--- config.mk ---
export PLATFORM = sky130hd
export DESIGN_NAME = hcd_host_command_decoder
export DESIGN_NICKNAME = d
export VERILOG_FILES = /design/src/rtl/hcd_pkg.sv /design/src/rtl/hcd_host_command_decoder.sv
export SDC_FILE = /design/constraint.sdc
export NUM_CORES = 1
export LEC_CHECK = 0
export BUFFER_PORTS_ARGS = -buffer_cell sky130_fd_sc_hd__buf_2
export CAP_MARGIN = 25
export CORE_ASPECT_RATIO = 1.5
export CORE_MARGIN = 2
export CORE_UTILIZATION = 53
export CTS_CLUSTER_DIAMETER = 60
export DETAILED_ROUTE_END_ITERATION = 7
export PLACE_DENSITY = 0.8
export SKIP_CTS_REPAIR_TIMING = 1
export SYNTH_ARGS = -nofsm -noshare
export SYNTH_HDL_FRONTEND = slang
export SYNTH_SLANG_ARGS = --single-unit
--- constraint.sdc ---
create_clock -name clk_sys_in -period 2.7 [get_ports clk_sys_in]
set_clock_uncertainty 0.05 [all_clocks]
set_input_delay 0 -clock clk_sys_in [delete_from_list [all_inputs] [get_ports clk_sys_in]]
set_output_delay 0 -clock clk_sys_in [all_outputs]
set_load 0.02 [all_outputs]
--- src/rtl/hcd_pkg.sv ---
// constants, field layouts and carrier types for the host command decoder
// Contract
// - low-byte general settings apply with every command and are saved on flash save
// - general bit 6 freezes the 8.16 line frequency value; clearing resumes updates
// - general bit 5 selects line-cycle locked or fixed-sample accumulation
// - general bit 4 enables temperature based gain compensation
// - zero in bits 23:12 does nothing; bit 10 then holds the temperature result
// - code 0xACC with 0x2 saves coefficients and defaults to flash
// - flash save stores general bits and zero upper sixteen bits
// - after flash save or clear, bits 23:8 clear, general bits stay
// - code 0xACC with 0x0 or 0x1 erases stored flash coefficients
// - code 0xCA in bits 23:16 starts calibration of selected inputs
// - bits 14,13,12,11 pick sensors two, zero, three, one; bit 15 zero
// - calibration bit 9 selects offset instead of gain calibration
// - calibration bit 10 chip temperature, bit 8 external temperature gain
// - calibration end clears code byte and passed bits, failed bits stay
// - code 0xBD with bits 11:0 zero performs a soft reset
// - clear control bit 2 accumulators and frame, 1 counters, 0 min/max
// - config bits 23:22 pick frequency reference: s0, s2, s0-s2, s0+s2
// - config bits 19:0 hold two-bit weights for voltages and currents
// - weight code 00 is -1, 01 is 0, 10 is 1, 11 is 2
// - command register is readable so the host can poll completion
package hcd_pkg;

  localparam int DATA_W = 24;
  localparam int ADDR_W = 8;

  // word addresses
  localparam logic [7:0] ADDR_HOST_TASK_REQUEST = 8'h00;
  localparam logic [7:0] ADDR_MEASUREMENT_CLEAR_CTRL = 8'h24;
  localparam logic [7:0] ADDR_INPUT_SOURCE_SELECT = 8'h25;

  // reset values
  localparam logic [23:0] RST_HOST_TASK_REQUEST = 24'h000000;
  localparam logic [23:0] RST_MEASUREMENT_CLEAR_CTRL = 24'h000000;
  localparam logic [23:0] RST_INPUT_SOURCE_SELECT = 24'h000000;

  // command codes
  localparam logic [11:0] CODE_NO_ACTION = 12'h000;
  localparam logic [11:0] CODE_ACCESS = 12'hacc;
  localparam logic [3:0] SUB_CLEAR0 = 4'h0;
  localparam logic [3:0] SUB_CLEAR1 = 4'h1;
  localparam logic [3:0] SUB_SAVE = 4'h2;
  localparam logic [7:0] CODE_CALIBRATE = 8'hca;
  localparam logic [7:0] CODE_SOFT_RESET = 8'hbd;
  localparam logic [15:0] SAVED_UPPER = 16'h0000;

  // general settings bits
  localparam int BIT_LINE_RATE_HOLD = 6;
  localparam int BIT_CYCLE_LOCKED_ACCUM = 5;
  localparam int BIT_THERMAL_GAIN_COMP = 4;
  localparam int BIT_TEMP_HOLD = 10;

  // calibration bits
  localparam int BIT_CAL_S2 = 14;
  localparam int BIT_CAL_S0 = 13;
  localparam int BIT_CAL_S3 = 12;
  localparam int BIT_CAL_S1 = 11;
  localparam int BIT_CAL_CHIP_TEMP = 10;
  localparam int BIT_CAL_OFFSET = 9;
  localparam int BIT_CAL_REMOTE_TEMP = 8;

  // clear control bits
  localparam int BIT_CLR_ACCUM_FRAME = 2;
  localparam int BIT_CLR_COUNTERS = 1;
  localparam int BIT_CLR_MINMAX = 0;

  // config reference field
  localparam int REF_SEL_LSB = 22;

  // calibration request carrier
  typedef struct packed {
    logic [3:0] volt_sel;      // index = sensor number
    logic chip_temp;
    logic offset_mode;
    logic remote_thermal_cal;
  } hcd_cal_req_t;

  // decoded signed weights, value range -1..2
  typedef struct packed {
    logic signed [2:0] aux_w2;
    logic signed [2:0] aux_w0;
    logic signed [2:0] line_volt_b_w2;
    logic signed [2:0] line_volt_b_w0;
    logic signed [2:0] line_volt_a_w2;
    logic signed [2:0] line_volt_a_w0;
    logic signed [2:0] load_cur_b_w3;
    logic signed [2:0] load_cur_b_w1;
    logic signed [2:0] load_cur_a_w3;
    logic signed [2:0] load_cur_a_w1;
  } hcd_weights_t;

  // reference choices
  typedef enum logic [1:0] {
    REF_SENSOR_ZERO,
    REF_SENSOR_TWO,
    REF_ZERO_MINUS_TWO,
    REF_ZERO_PLUS_TWO
  } hcd_ref_t;

endpackage

--- src/rtl/hcd_host_command_decoder.sv ---
// host command decoder: command, clear control and input config registers
`timescale 1ns/1ps
module hcd_host_command_decoder
(
  // clock and reset
  input wire logic clk_sys_in,
  input wire logic reset_n_in,
  // word register port from the serial interface
  input wire logic reg_wr_in,
  input wire logic reg_rd_in,
  input wire logic [7:0] reg_addr_in,
  input wire logic [23:0] reg_wdata_in,
  output logic [23:0] reg_rdata_out,
  output logic reg_rvalid_out,
  // general settings
  output logic line_rate_hold_out,
  output logic cycle_locked_accum_out,
  output logic thermal_gain_comp_out,
  output logic die_heat_result_hold_out,
  // flash storage
  output logic flash_save_out,
  output logic flash_clear_out,
  output logic flash_bank_out,
  output logic [23:0] flash_word_out,
  input wire logic flash_done_in,
  // calibration
  output logic cal_start_out,
  output hcd_pkg::hcd_cal_req_t cal_req_out,
  input wire logic cal_done_in,
  input wire logic [6:0] cal_fail_in,
  // soft reset
  output logic soft_reset_out,
  // measurement clears
  output logic clr_accum_frame_out,
  output logic clr_counters_out,
  output logic clr_minmax_out,
  // input configuration
  output hcd_pkg::hcd_ref_t ref_sel_out,
  output hcd_pkg::hcd_weights_t weights_out
);

  typedef enum logic [1:0] {
    HCD_IDLE,
    HCD_FLASH_BUSY,
    HCD_CAL_BUSY
  } hcd_state_t;

  hcd_state_t state;
  logic [23:0] host_task_request;
  logic [23:0] measurement_clear_ctrl;
  logic [23:0] input_source_select;

  logic wr_cmd;
  logic wr_clr;
  logic wr_cfg;
  logic is_no_action;
  logic is_access;
  logic is_save;
  logic is_clear;
  logic is_cal;
  logic is_soft_reset;

  // decoded two-bit weight: code minus one
  function automatic logic signed [2:0] weight_of(input logic [1:0] code);
    weight_of = $signed({1'b0, code}) - 3'sd1;
  endfunction

  assign wr_cmd = reg_wr_in && (reg_addr_in == hcd_pkg::ADDR_HOST_TASK_REQUEST)
    && (state == HCD_IDLE);
  assign wr_clr = reg_wr_in && (reg_addr_in == hcd_pkg::ADDR_MEASUREMENT_CLEAR_CTRL);
  assign wr_cfg = reg_wr_in && (reg_addr_in == hcd_pkg::ADDR_INPUT_SOURCE_SELECT);

  assign is_no_action = reg_wdata_in[23:12] == hcd_pkg::CODE_NO_ACTION;
  assign is_access = reg_wdata_in[23:12] == hcd_pkg::CODE_ACCESS;
  assign is_save = is_access && (reg_wdata_in[11:8] == hcd_pkg::SUB_SAVE);
  assign is_clear = is_access && ((reg_wdata_in[11:8] == hcd_pkg::SUB_CLEAR0)
    || (reg_wdata_in[11:8] == hcd_pkg::SUB_CLEAR1));
  assign is_cal = reg_wdata_in[23:16] == hcd_pkg::CODE_CALIBRATE;
  // soft reset needs zero low field
  assign is_soft_reset = (reg_wdata_in[23:16] == hcd_pkg::CODE_SOFT_RESET)
    && (reg_wdata_in[11:0] == 12'h000);

  // sequencer for flash and calibration jobs
  always_ff @(posedge clk_sys_in or negedge reset_n_in)
  begin
    if (!reset_n_in)
    begin
      state <= HCD_IDLE;
    end
    else
    begin
      case (state)
        HCD_IDLE:
        begin
          if (wr_cmd && (is_save || is_clear))
          begin
            state <= HCD_FLASH_BUSY;
          end
          else if (wr_cmd && is_cal)
          begin
            state <= HCD_CAL_BUSY;
          end
        end
        HCD_FLASH_BUSY:
        begin
          if (flash_done_in)
          begin
            state <= HCD_IDLE;
          end
        end
        HCD_CAL_BUSY:
        begin
          if (cal_done_in)
          begin
            state <= HCD_IDLE;
          end
        end
        default:
        begin
          state <= HCD_IDLE;
        end
      endcase
    end
  end

  // command register storage and completion clearing
  always_ff @(posedge clk_sys_in or negedge reset_n_in)
  begin
    if (!reset_n_in)
    begin
      host_task_request <= hcd_pkg::RST_HOST_TASK_REQUEST;
    end
    else if (wr_cmd)
    begin
      host_task_request <= reg_wdata_in;
    end
    else if ((state == HCD_FLASH_BUSY) && flash_done_in)
    begin
      host_task_request[23:8] <= 16'h0000;
    end
    else if ((state == HCD_CAL_BUSY) && cal_done_in)
    begin
      host_task_request[23:16] <= 8'h00;
      host_task_request[14:8] <= host_task_request[14:8] & cal_fail_in;
    end
  end

  // general settings follow every accepted command word
  always_ff @(posedge clk_sys_in or negedge reset_n_in)
  begin
    if (!reset_n_in)
    begin
      line_rate_hold_out <= 1'b0;
      cycle_locked_accum_out <= 1'b0;
      thermal_gain_comp_out <= 1'b0;
    end
    else if (wr_cmd)
    begin
      line_rate_hold_out <= reg_wdata_in[hcd_pkg::BIT_LINE_RATE_HOLD];
      cycle_locked_accum_out <= reg_wdata_in[hcd_pkg::BIT_CYCLE_LOCKED_ACCUM];
      thermal_gain_comp_out <= reg_wdata_in[hcd_pkg::BIT_THERMAL_GAIN_COMP];
    end
  end

  // temperature result hold, changed only by no-action words
  always_ff @(posedge clk_sys_in or negedge reset_n_in)
  begin
    if (!reset_n_in)
    begin
      die_heat_result_hold_out <= 1'b0;
    end
    else if (wr_cmd && is_no_action)
    begin
      die_heat_result_hold_out <= reg_wdata_in[hcd_pkg::BIT_TEMP_HOLD];
    end
  end

  // flash requests
  always_ff @(posedge clk_sys_in or negedge reset_n_in)
  begin
    if (!reset_n_in)
    begin
      flash_save_out <= 1'b0;
      flash_clear_out <= 1'b0;
      flash_bank_out <= 1'b0;
      flash_word_out <= 24'h000000;
    end
    else
    begin
      flash_save_out <= wr_cmd && is_save;
      flash_clear_out <= wr_cmd && is_clear;
      if (wr_cmd && (is_save || is_clear))
      begin
        flash_bank_out <= reg_wdata_in[8];
        flash_word_out <= {hcd_pkg::SAVED_UPPER, reg_wdata_in[7:0]};
      end
    end
  end

  // calibration request
  always_ff @(posedge clk_sys_in or negedge reset_n_in)
  begin
    if (!reset_n_in)
    begin
      cal_start_out <= 1'b0;
      cal_req_out <= '0;
    end
    else
    begin
      cal_start_out <= wr_cmd && is_cal;
      if (wr_cmd && is_cal)
      begin
        cal_req_out.volt_sel <= {reg_wdata_in[hcd_pkg::BIT_CAL_S3],
          reg_wdata_in[hcd_pkg::BIT_CAL_S2], reg_wdata_in[hcd_pkg::BIT_CAL_S1],
          reg_wdata_in[hcd_pkg::BIT_CAL_S0]};
        cal_req_out.chip_temp <= reg_wdata_in[hcd_pkg::BIT_CAL_CHIP_TEMP];
        cal_req_out.remote_thermal_cal <= reg_wdata_in[hcd_pkg::BIT_CAL_REMOTE_TEMP];
        cal_req_out.offset_mode <= reg_wdata_in[hcd_pkg::BIT_CAL_OFFSET];
      end
    end
  end

  // soft reset pulse
  always_ff @(posedge clk_sys_in or negedge reset_n_in)
  begin
    if (!reset_n_in)
    begin
      soft_reset_out <= 1'b0;
    end
    else
    begin
      soft_reset_out <= wr_cmd && is_soft_reset;
    end
  end

  // clear control register and its clear pulses
  always_ff @(posedge clk_sys_in or negedge reset_n_in)
  begin
    if (!reset_n_in)
    begin
      measurement_clear_ctrl <= hcd_pkg::RST_MEASUREMENT_CLEAR_CTRL;
      clr_accum_frame_out <= 1'b0;
      clr_counters_out <= 1'b0;
      clr_minmax_out <= 1'b0;
    end
    else
    begin
      clr_accum_frame_out <= wr_clr && reg_wdata_in[hcd_pkg::BIT_CLR_ACCUM_FRAME];
      clr_counters_out <= wr_clr && reg_wdata_in[hcd_pkg::BIT_CLR_COUNTERS];
      clr_minmax_out <= wr_clr && reg_wdata_in[hcd_pkg::BIT_CLR_MINMAX];
      if (wr_clr)
      begin
        measurement_clear_ctrl <= {21'h000000, reg_wdata_in[2:0]};
      end
    end
  end

  // input configuration register and decoded fields
  always_ff @(posedge clk_sys_in or negedge reset_n_in)
  begin
    if (!reset_n_in)
    begin
      input_source_select <= hcd_pkg::RST_INPUT_SOURCE_SELECT;
      ref_sel_out <= hcd_pkg::REF_SENSOR_ZERO;
      weights_out <= '0;
    end
    else if (wr_cfg)
    begin
      input_source_select <= reg_wdata_in;
      ref_sel_out <= hcd_pkg::hcd_ref_t'(reg_wdata_in[hcd_pkg::REF_SEL_LSB +: 2]);
      weights_out.aux_w2 <= weight_of(reg_wdata_in[19:18]);
      weights_out.aux_w0 <= weight_of(reg_wdata_in[17:16]);
      weights_out.line_volt_b_w2 <= weight_of(reg_wdata_in[15:14]);
      weights_out.line_volt_b_w0 <= weight_of(reg_wdata_in[13:12]);
      weights_out.line_volt_a_w2 <= weight_of(reg_wdata_in[11:10]);
      weights_out.line_volt_a_w0 <= weight_of(reg_wdata_in[9:8]);
      weights_out.load_cur_b_w3 <= weight_of(reg_wdata_in[7:6]);
      weights_out.load_cur_b_w1 <= weight_of(reg_wdata_in[5:4]);
      weights_out.load_cur_a_w3 <= weight_of(reg_wdata_in[3:2]);
      weights_out.load_cur_a_w1 <= weight_of(reg_wdata_in[1:0]);
    end
  end

  // read port, one cycle latency, unmapped words read zero
  always_ff @(posedge clk_sys_in or negedge reset_n_in)
  begin
    if (!reset_n_in)
    begin
      reg_rdata_out <= 24'h000000;
      reg_rvalid_out <= 1'b0;
    end
    else
    begin
      reg_rvalid_out <= reg_rd_in;
      if (reg_rd_in)
      begin
        case (reg_addr_in)
          hcd_pkg::ADDR_HOST_TASK_REQUEST: reg_rdata_out <= host_task_request;
          hcd_pkg::ADDR_MEASUREMENT_CLEAR_CTRL: reg_rdata_out <= measurement_clear_ctrl;
          hcd_pkg::ADDR_INPUT_SOURCE_SELECT: reg_rdata_out <= input_source_select;
          default: reg_rdata_out <= 24'h000000;
        endcase
      end
    end
  end

endmodule

==> flow_summary.yaml, run 1 <==
run_status:
  outcome: "complete, no violations"
run:
  drv_cap: 0
timing:
  slew_headroom: 0.3666
  hold_viol: 0
  tightest_slew_ns: 0.9443
  fin_crit_sh: 0.9497
  maxSlewViolCount: 0
  final.setup.tns_ns: 0
  fmax_mhz: 390.0
  layout_min_cycle_time_ns: 2.564
  finalSetupViolCount: 0
  grt_setup_unrepaired: "false"
clock_network:
  clk_path_buf_depth: 2
  cts_tree: "done"
  cts_root_buf: "clkbuf_16"
  cts_num_sinks: 132
  numCtsBuffers: 17
  htreeDepth: 4
  clock_latency_ns: 0.42
  clk_pin_slew_worst_paths_ns: 0.06
critical_path:
  crit_path_end: "cal_req_out[5]"
  crit_fanout: 31
  worst_ep_required_time_ns: 2.95
  r2r-end: "cal_req_out[5]"
  path_class: "register to register"
  crit_path_start: "state[0]"
  r2r_slack_ns: 0.14
  end_kind: "register"
  cp.arrival_ns: 2.81
  r2r_start: "state[0]"
  start_kind: "register"
  r2r_cells: 5
logic_synthesis:
  synth.area.mux_share: 0.07681
  avgSynthCellArea_um2: 11.46
  async_flop_share: 1.000
  syn_inst: 499
  synth-seq-cells: 132
  synth_xor_area_frac: 0
  yosysUniqueCellTypes: 36
  synthFlopType: "dfrtp_1"
  ys_warn_count: 0
  synth_compound_area_frac: 0.1341
  synthesis.area_mm2: 0.005718
  synth_top_family_by_area: "compound AO/OA/AOI/OAI gates"
  synth_edf_count: 0
  synthAdderAreaFrac: 0.05908
  ys_seq_area_frac: 0.5777
  synth-simple-area-share: 0.07921
floorplan:
  die_h_um: 131.2
  core_mm2: 0.01053
  rows: 46
  ioPinCount: 145
  die_w_um: 88.81
  dieArea_mm2: 0.01165
  start_util: 0.5429
grt:
  grt_pass1_vias: 4442
  grt_max_degree: 54
  gr-total-overflow: 0
  grt_pass1_wl_um: 22330
  antenna_found_initial: 0
  grt_use_total: 0.2539
placement:
  gp_congestion: 0.9459
  numPortBuffers: 128
  dp_hpwl_um: 9752
drt:
  wl_met1_um: 5486
  drc: 0
  drt_iter0_markers: 309
  wl_met2_um: 7684
  wl_met3_um: 902
  ant_nets: 0
  top_layer_used: "met4"
  wl_per_cell_um: 17.60
  drt_pre_antenna_iters: 7
  via_per_inst: 5.420
  num_vias: 4461
  routed_wl_um: 14490
power_and_ir_drop:
  seqPwrFrac: 0.451
  p_leak_uw: 0.003942
  power.density_mw_per_mm2: 618.1
  pwr-share-comb: 0.073
  pwr-share-clk: 0.476
  peakVddDrop_mv: 0.4905
  p_sw_frac: 0.2381
  finalPower_uw: 4588
  switchingPower_uw: 1093
  p_int_uw: 3495
finish:
  synthToLayoutAreaGrowth_pct: 29.82
  finalNetCount: 738
  drive_gt1_frac: 0.3225
  antennaDiodeCount: 0
min_path:
  min_path_type: "input pin to asynchronous set/reset pin"
-- state kept, by name, indices dropped and copies added, names as in the netlist, 2 cells and up --
| register | cells |
|---|---|
| flash_word_out | 8 |
| ref_sel_out | 2 |
| cal_req_out | 7 |
| state | 2 |
| host_task_request | 24 |
| measurement_clear_ctrl | 3 |
| reg_rdata_out | 24 |
| input_source_select | 22 |
| weights_out | 30 |
-- logic make-up (layout without fill, tap and decap cells) --
kind of cell             Yosys count  in the layout
flip-flops                       132            132
AO/OA/AOI/OAI                    123            123
buffers and inverters             90            255
AND/OR/NAND/NOR                   87             87
multiplexers                      39             39
adder cells (fa/ha/maj)           27             27
other                              1             16
-- per-layer routing --
layer,vias to the layer above,GRT usage
met5,-,0
met4,0,0.1178
met3,42,0.06972
met2,198,0.4133
met1,2190,0.3065
li1,2031,-
-- layout make-up --
| type | count | area, um2 |
|---|---|---|
| fill | 752 | 3109 |
| clock inverter | 12 | 105.1 |
| multi-input combinational | 292 | 2088 |
| inverter | 48 | 180.2 |
| timing repair buffer | 175 | 1100 |
| sequential | 132 | 3303 |
| tap | 144 | 180.2 |
| clock buffer | 20 | 466.7 |
-- placed cells by master, fill, tap and decap left out, types with 2 or more instances in the layout --
cell / netlist / final
a21o_1: 5 / 5
a22o_1: 11 / 11
a22oi_1: 24 / 24
and3_1: 6 / 6
and4_1: 2 / 2
buf_2: 4 / 127
buf_4: 19 / 11
clkbuf_16: 0 / 17
clkbuf_8: 0 / 3
clkinv_2: 0 / 4
clkinvlp_4: 0 / 5
conb_1: 1 / 16
dfrtp_1: 132 / 132
dlygate4sd3_1: 0 / 35
ha_1: 27 / 27
inv_1: 48 / 48
mux2_2: 39 / 39
nand2_1: 55 / 55
nand3b_1: 2 / 2
nor2_1: 4 / 4
nor3_1: 3 / 3
o21ai_0: 56 / 56
o22ai_1: 24 / 24
-- power by group through the flow --
stage	sequential, uW	combinational (uW)	clock [uW]
after floorplan	2120	128	0
after global routing	2070	371	2300
after CTS	2070	297	2210
after detailed placement	2100	293	0
final	2070	336	2180
after global placement	2100	282	0
-- worst min-delay path by stage --
stage	endpoint	slack [ns]
global route	weights_out[5]	0.12
CTS	weights_out[5]	-0.51
detailed placement	weights_out[5]	-0.07
finish	weights_out[3]	0.05
global placement	weights_out[3]	-0.08
floorplan	cal_req_out[0]	-0.35
-- synth_stat cells (3+ instances only) --
library cell | n | area (um2)
a21o_1 | 5 | 37.54
a22o_1 | 11 | 96.34
a22oi_1 | 24 | 180.2
and3_1 | 6 | 37.54
buf_2 | 4 | 20.02
buf_4 | 19 | 142.6
clkbuf_1 | 17 | 63.81
dfrtp_1 | 132 | 3303
ha_1 | 27 | 337.8
inv_1 | 48 | 180.2
mux2_2 | 39 | 439.2
nand2_1 | 55 | 206.5
nor2_1 | 4 | 15.01
nor3_1 | 3 | 15.01
o21ai_0 | 56 | 280.3
o22ai_1 | 24 | 150.1
-- critical path: stages, from the launching register on --
cell and delay, ns:
dfrtp_1 0.39, or4b_2 0.68, nor4_4 0.18, buf_4 0.40, nand4_2 0.37, mux2_2 0.39
-- stage by stage --
stage / hold WS [ns] / cell area, um2 / worst slack (ns) / utilization / instances
floorplan: -0.3456 / 5774 / 0.5217 / - / 514
global placement: -0.07887 / 6501 / 0.2499 / 0.6172 / 756
detailed placement: -0.06649 / 6501 / 0.1429 / 0.6172 / 756
CTS: -0.5077 / 7073 / 0.1446 / 0.6715 / 788
global route: 0.1182 / 7423 / 0.03735 / 0.7048 / 823
finish: 0.05107 / 7423 / 0.1357 / 0.7048 / 823
(Power assumes the default switching activity.)
==> run 2: changes to the inputs <==
- BUFFER_PORTS_ARGS: -buffer_cell sky130_fd_sc_hd__buf_2 -> not set
- CORE_MARGIN: 2 -> 8
- CORE_UTILIZATION: 53 -> 60
- DONT_BUFFER_PORTS: not set -> 1
- PLACE_DENSITY: 0.8 -> 0.76
- REMOVE_ABC_BUFFERS: not set -> 1
==> run 2 against run 1 <==
The run now ends with hold timing left. Clock-buffer cell count is the same. Sequential share of layout area grew 3.6 points. Power grew 8.1%. Utilization grew 3.8 points. Final cell count shrank 19%. Combinational power shrank 40%. Setup slack gained 0.11 ns. Critical path depth is the same. Critical path type unchanged. Largest cell class unchanged.
==> flow_summary.yaml, run 2 (synthesized netlist as in run 1, its figures left out) <==
clock_network:
  cts_root_buf: "clkbuf_16"
  clk_pin_slew_worst_paths_ns: 0.06
  cts_num_sinks: 132
  numCtsBuffers: 17
  cts_tree: "done"
  clock_latency_ns: 0.41
  htreeDepth: 4
  clk_path_buf_depth: 2
placement:
  dp_hpwl_um: 9081
  gp_congestion: 0.7837
  numPortBuffers: 0
  dpl_cell_area_mm2: 0.005797
drt:
  routed_wl_um: 14430
  drc: 0
  wl_per_cell_um: 21.76
  drt_pre_antenna_iters: 5
  num_vias: 3990
  via_per_inst: 6.018
  ant_nets: 0
  drt_iter0_markers: 256
timing:
  fmax_mhz: 406.9
  final.setup.tns_ns: 0
  finalSetupViolCount: 0
  maxSlewViolCount: 0
  grt_setup_unrepaired: "false"
  whs_ns: -0.7737
  tightest_slew_ns: 1.180
  slew_headroom: 0.2106
  layout_min_cycle_time_ns: 2.458
  hold_viol: 132
  fin_crit_sh: 0.9103
floorplan:
  die_w_um: 95.71
  start_util: 0.6179
  core_mm2: 0.009254
  die_h_um: 135.6
  dieArea_mm2: 0.01297
  rows: 43
  ioPinCount: 145
finish:
  final_common_cell: "dfrtp_1"
  antennaDiodeCount: 0
  drive_gt1_frac: 0.1597
  n_fill_cell: 594
  fin_area_mm2: 0.006874
  largest_reg_flops: 30
  fin_util: 0.7428
  reg_top3: "weights_out: 30 flops, host_task_request: 24 flops, reg_rdata_out: 24 flops"
  finalNetCount: 610
  largest_register: "weights_out"
  synthToLayoutAreaGrowth_pct: 20.22
  layout_common_cells: "dfrtp_1 (132), o21ai_0 (56), nand2_1 (55)"
power_and_ir_drop:
  p_leak_uw: 0.003367
  peakVddDrop_mv: 0.6103
  power.density_mw_per_mm2: 721.6
critical_path:
  worst_ep_required_time_ns: 2.95
  path_class: "register to register"
  end_kind: "register"
  start_kind: "register"
  cp.arrival_ns: 2.70
  crit_fanout: 31
run_status:
  violations: "hold timing"
  outcome: "finished, violations left"
grt:
  antenna_found_initial: 0
  grt_use_total: 0.2159
  grt_pass1_vias: 3833
  gr-total-overflow: 0
  grt_max_degree: 133
  grt_pass1_wl_um: 21100
min_path:
  min_path_type: "input pin to asynchronous set/reset pin"
run:
  drv_cap: 0
-- run 2: cell count changes in the layout (fill, tap and decap cells not counted), sizes merged --
cell / delta
buf: -131
bufinv: +5
clkinv: -2
clkinvlp: -2
dlygate4sd3: +3
inv: -1
-- run 2: final cells by class --
class	count	area, um2	share of cell area
Clock buffer	20	466.7	0.06789
Clock inverter	12	225.2	0.03276
Inverter	48	180.2	0.02621
Multi-Input combinational cell	292	2088	0.3038
Sequential cell	132	3303	0.4805
Tap cell	112	140.1	0.02039
Timing Repair Buffer	47	470.5	0.06844
-- run 2: path summary, 6_finish.rpt --
kind	end	slack, ns	cells after the start	startpoint
setup / recovery	cal_req_out[5]	0.24	5	state[0]
hold / removal	flash_word_out[6]	-0.77	0	reset_n_in
setup reg to reg	cal_req_out[5]	0.24	5	state[0]
hold reg to reg	input_source_select[8]	0.44	2	input_source_select[8]
max in group asynchronous	input_source_select[4]	3.16	0	reset_n_in
min in group clk_sys_in	reg_rdata_out[7]	0.01	4	reg_addr_in[4]
-- run 2: metal layers --
metal  GRT usage  vias to the layer above  share of wire
met5           0                        -              0
met4     0.07811                        0          0.021
met3     0.08657                       23           0.10
met2      0.3638                      168           0.52
met1      0.2369                     2027           0.36
li1            -                     1772              -
-- run 2: critical path, stage by stage, from the launching register on --
cell,delay [ns]
dfrtp_1,0.40
or4b_2,0.67
nor4_4,0.24
buf_12,0.25
nand4_2,0.34
mux2_2,0.39
-- run 2: power breakdown --
part	switching, uW	internal (uW)	leakage, uW	total, uW
registers	66.9	2040	0.00182	2100
clock network	852	1810	0.000328	2660
logic	113	86.3	0.00121	200
total	1030	3930	0.00337	4960
-- run 2: metrics by stage --
stage | power, uW | instances | setup WS [ns]
after CTS | 4908 | 624 | 0.2572
after floorplan | 2224 | 472 | -0.9712
after global placement | 2254 | 592 | 0.3340
final | 4960 | 663 | 0.2421
after detailed placement | 2263 | 592 | 0.2595
after global routing | 5089 | 663 | 0.1417
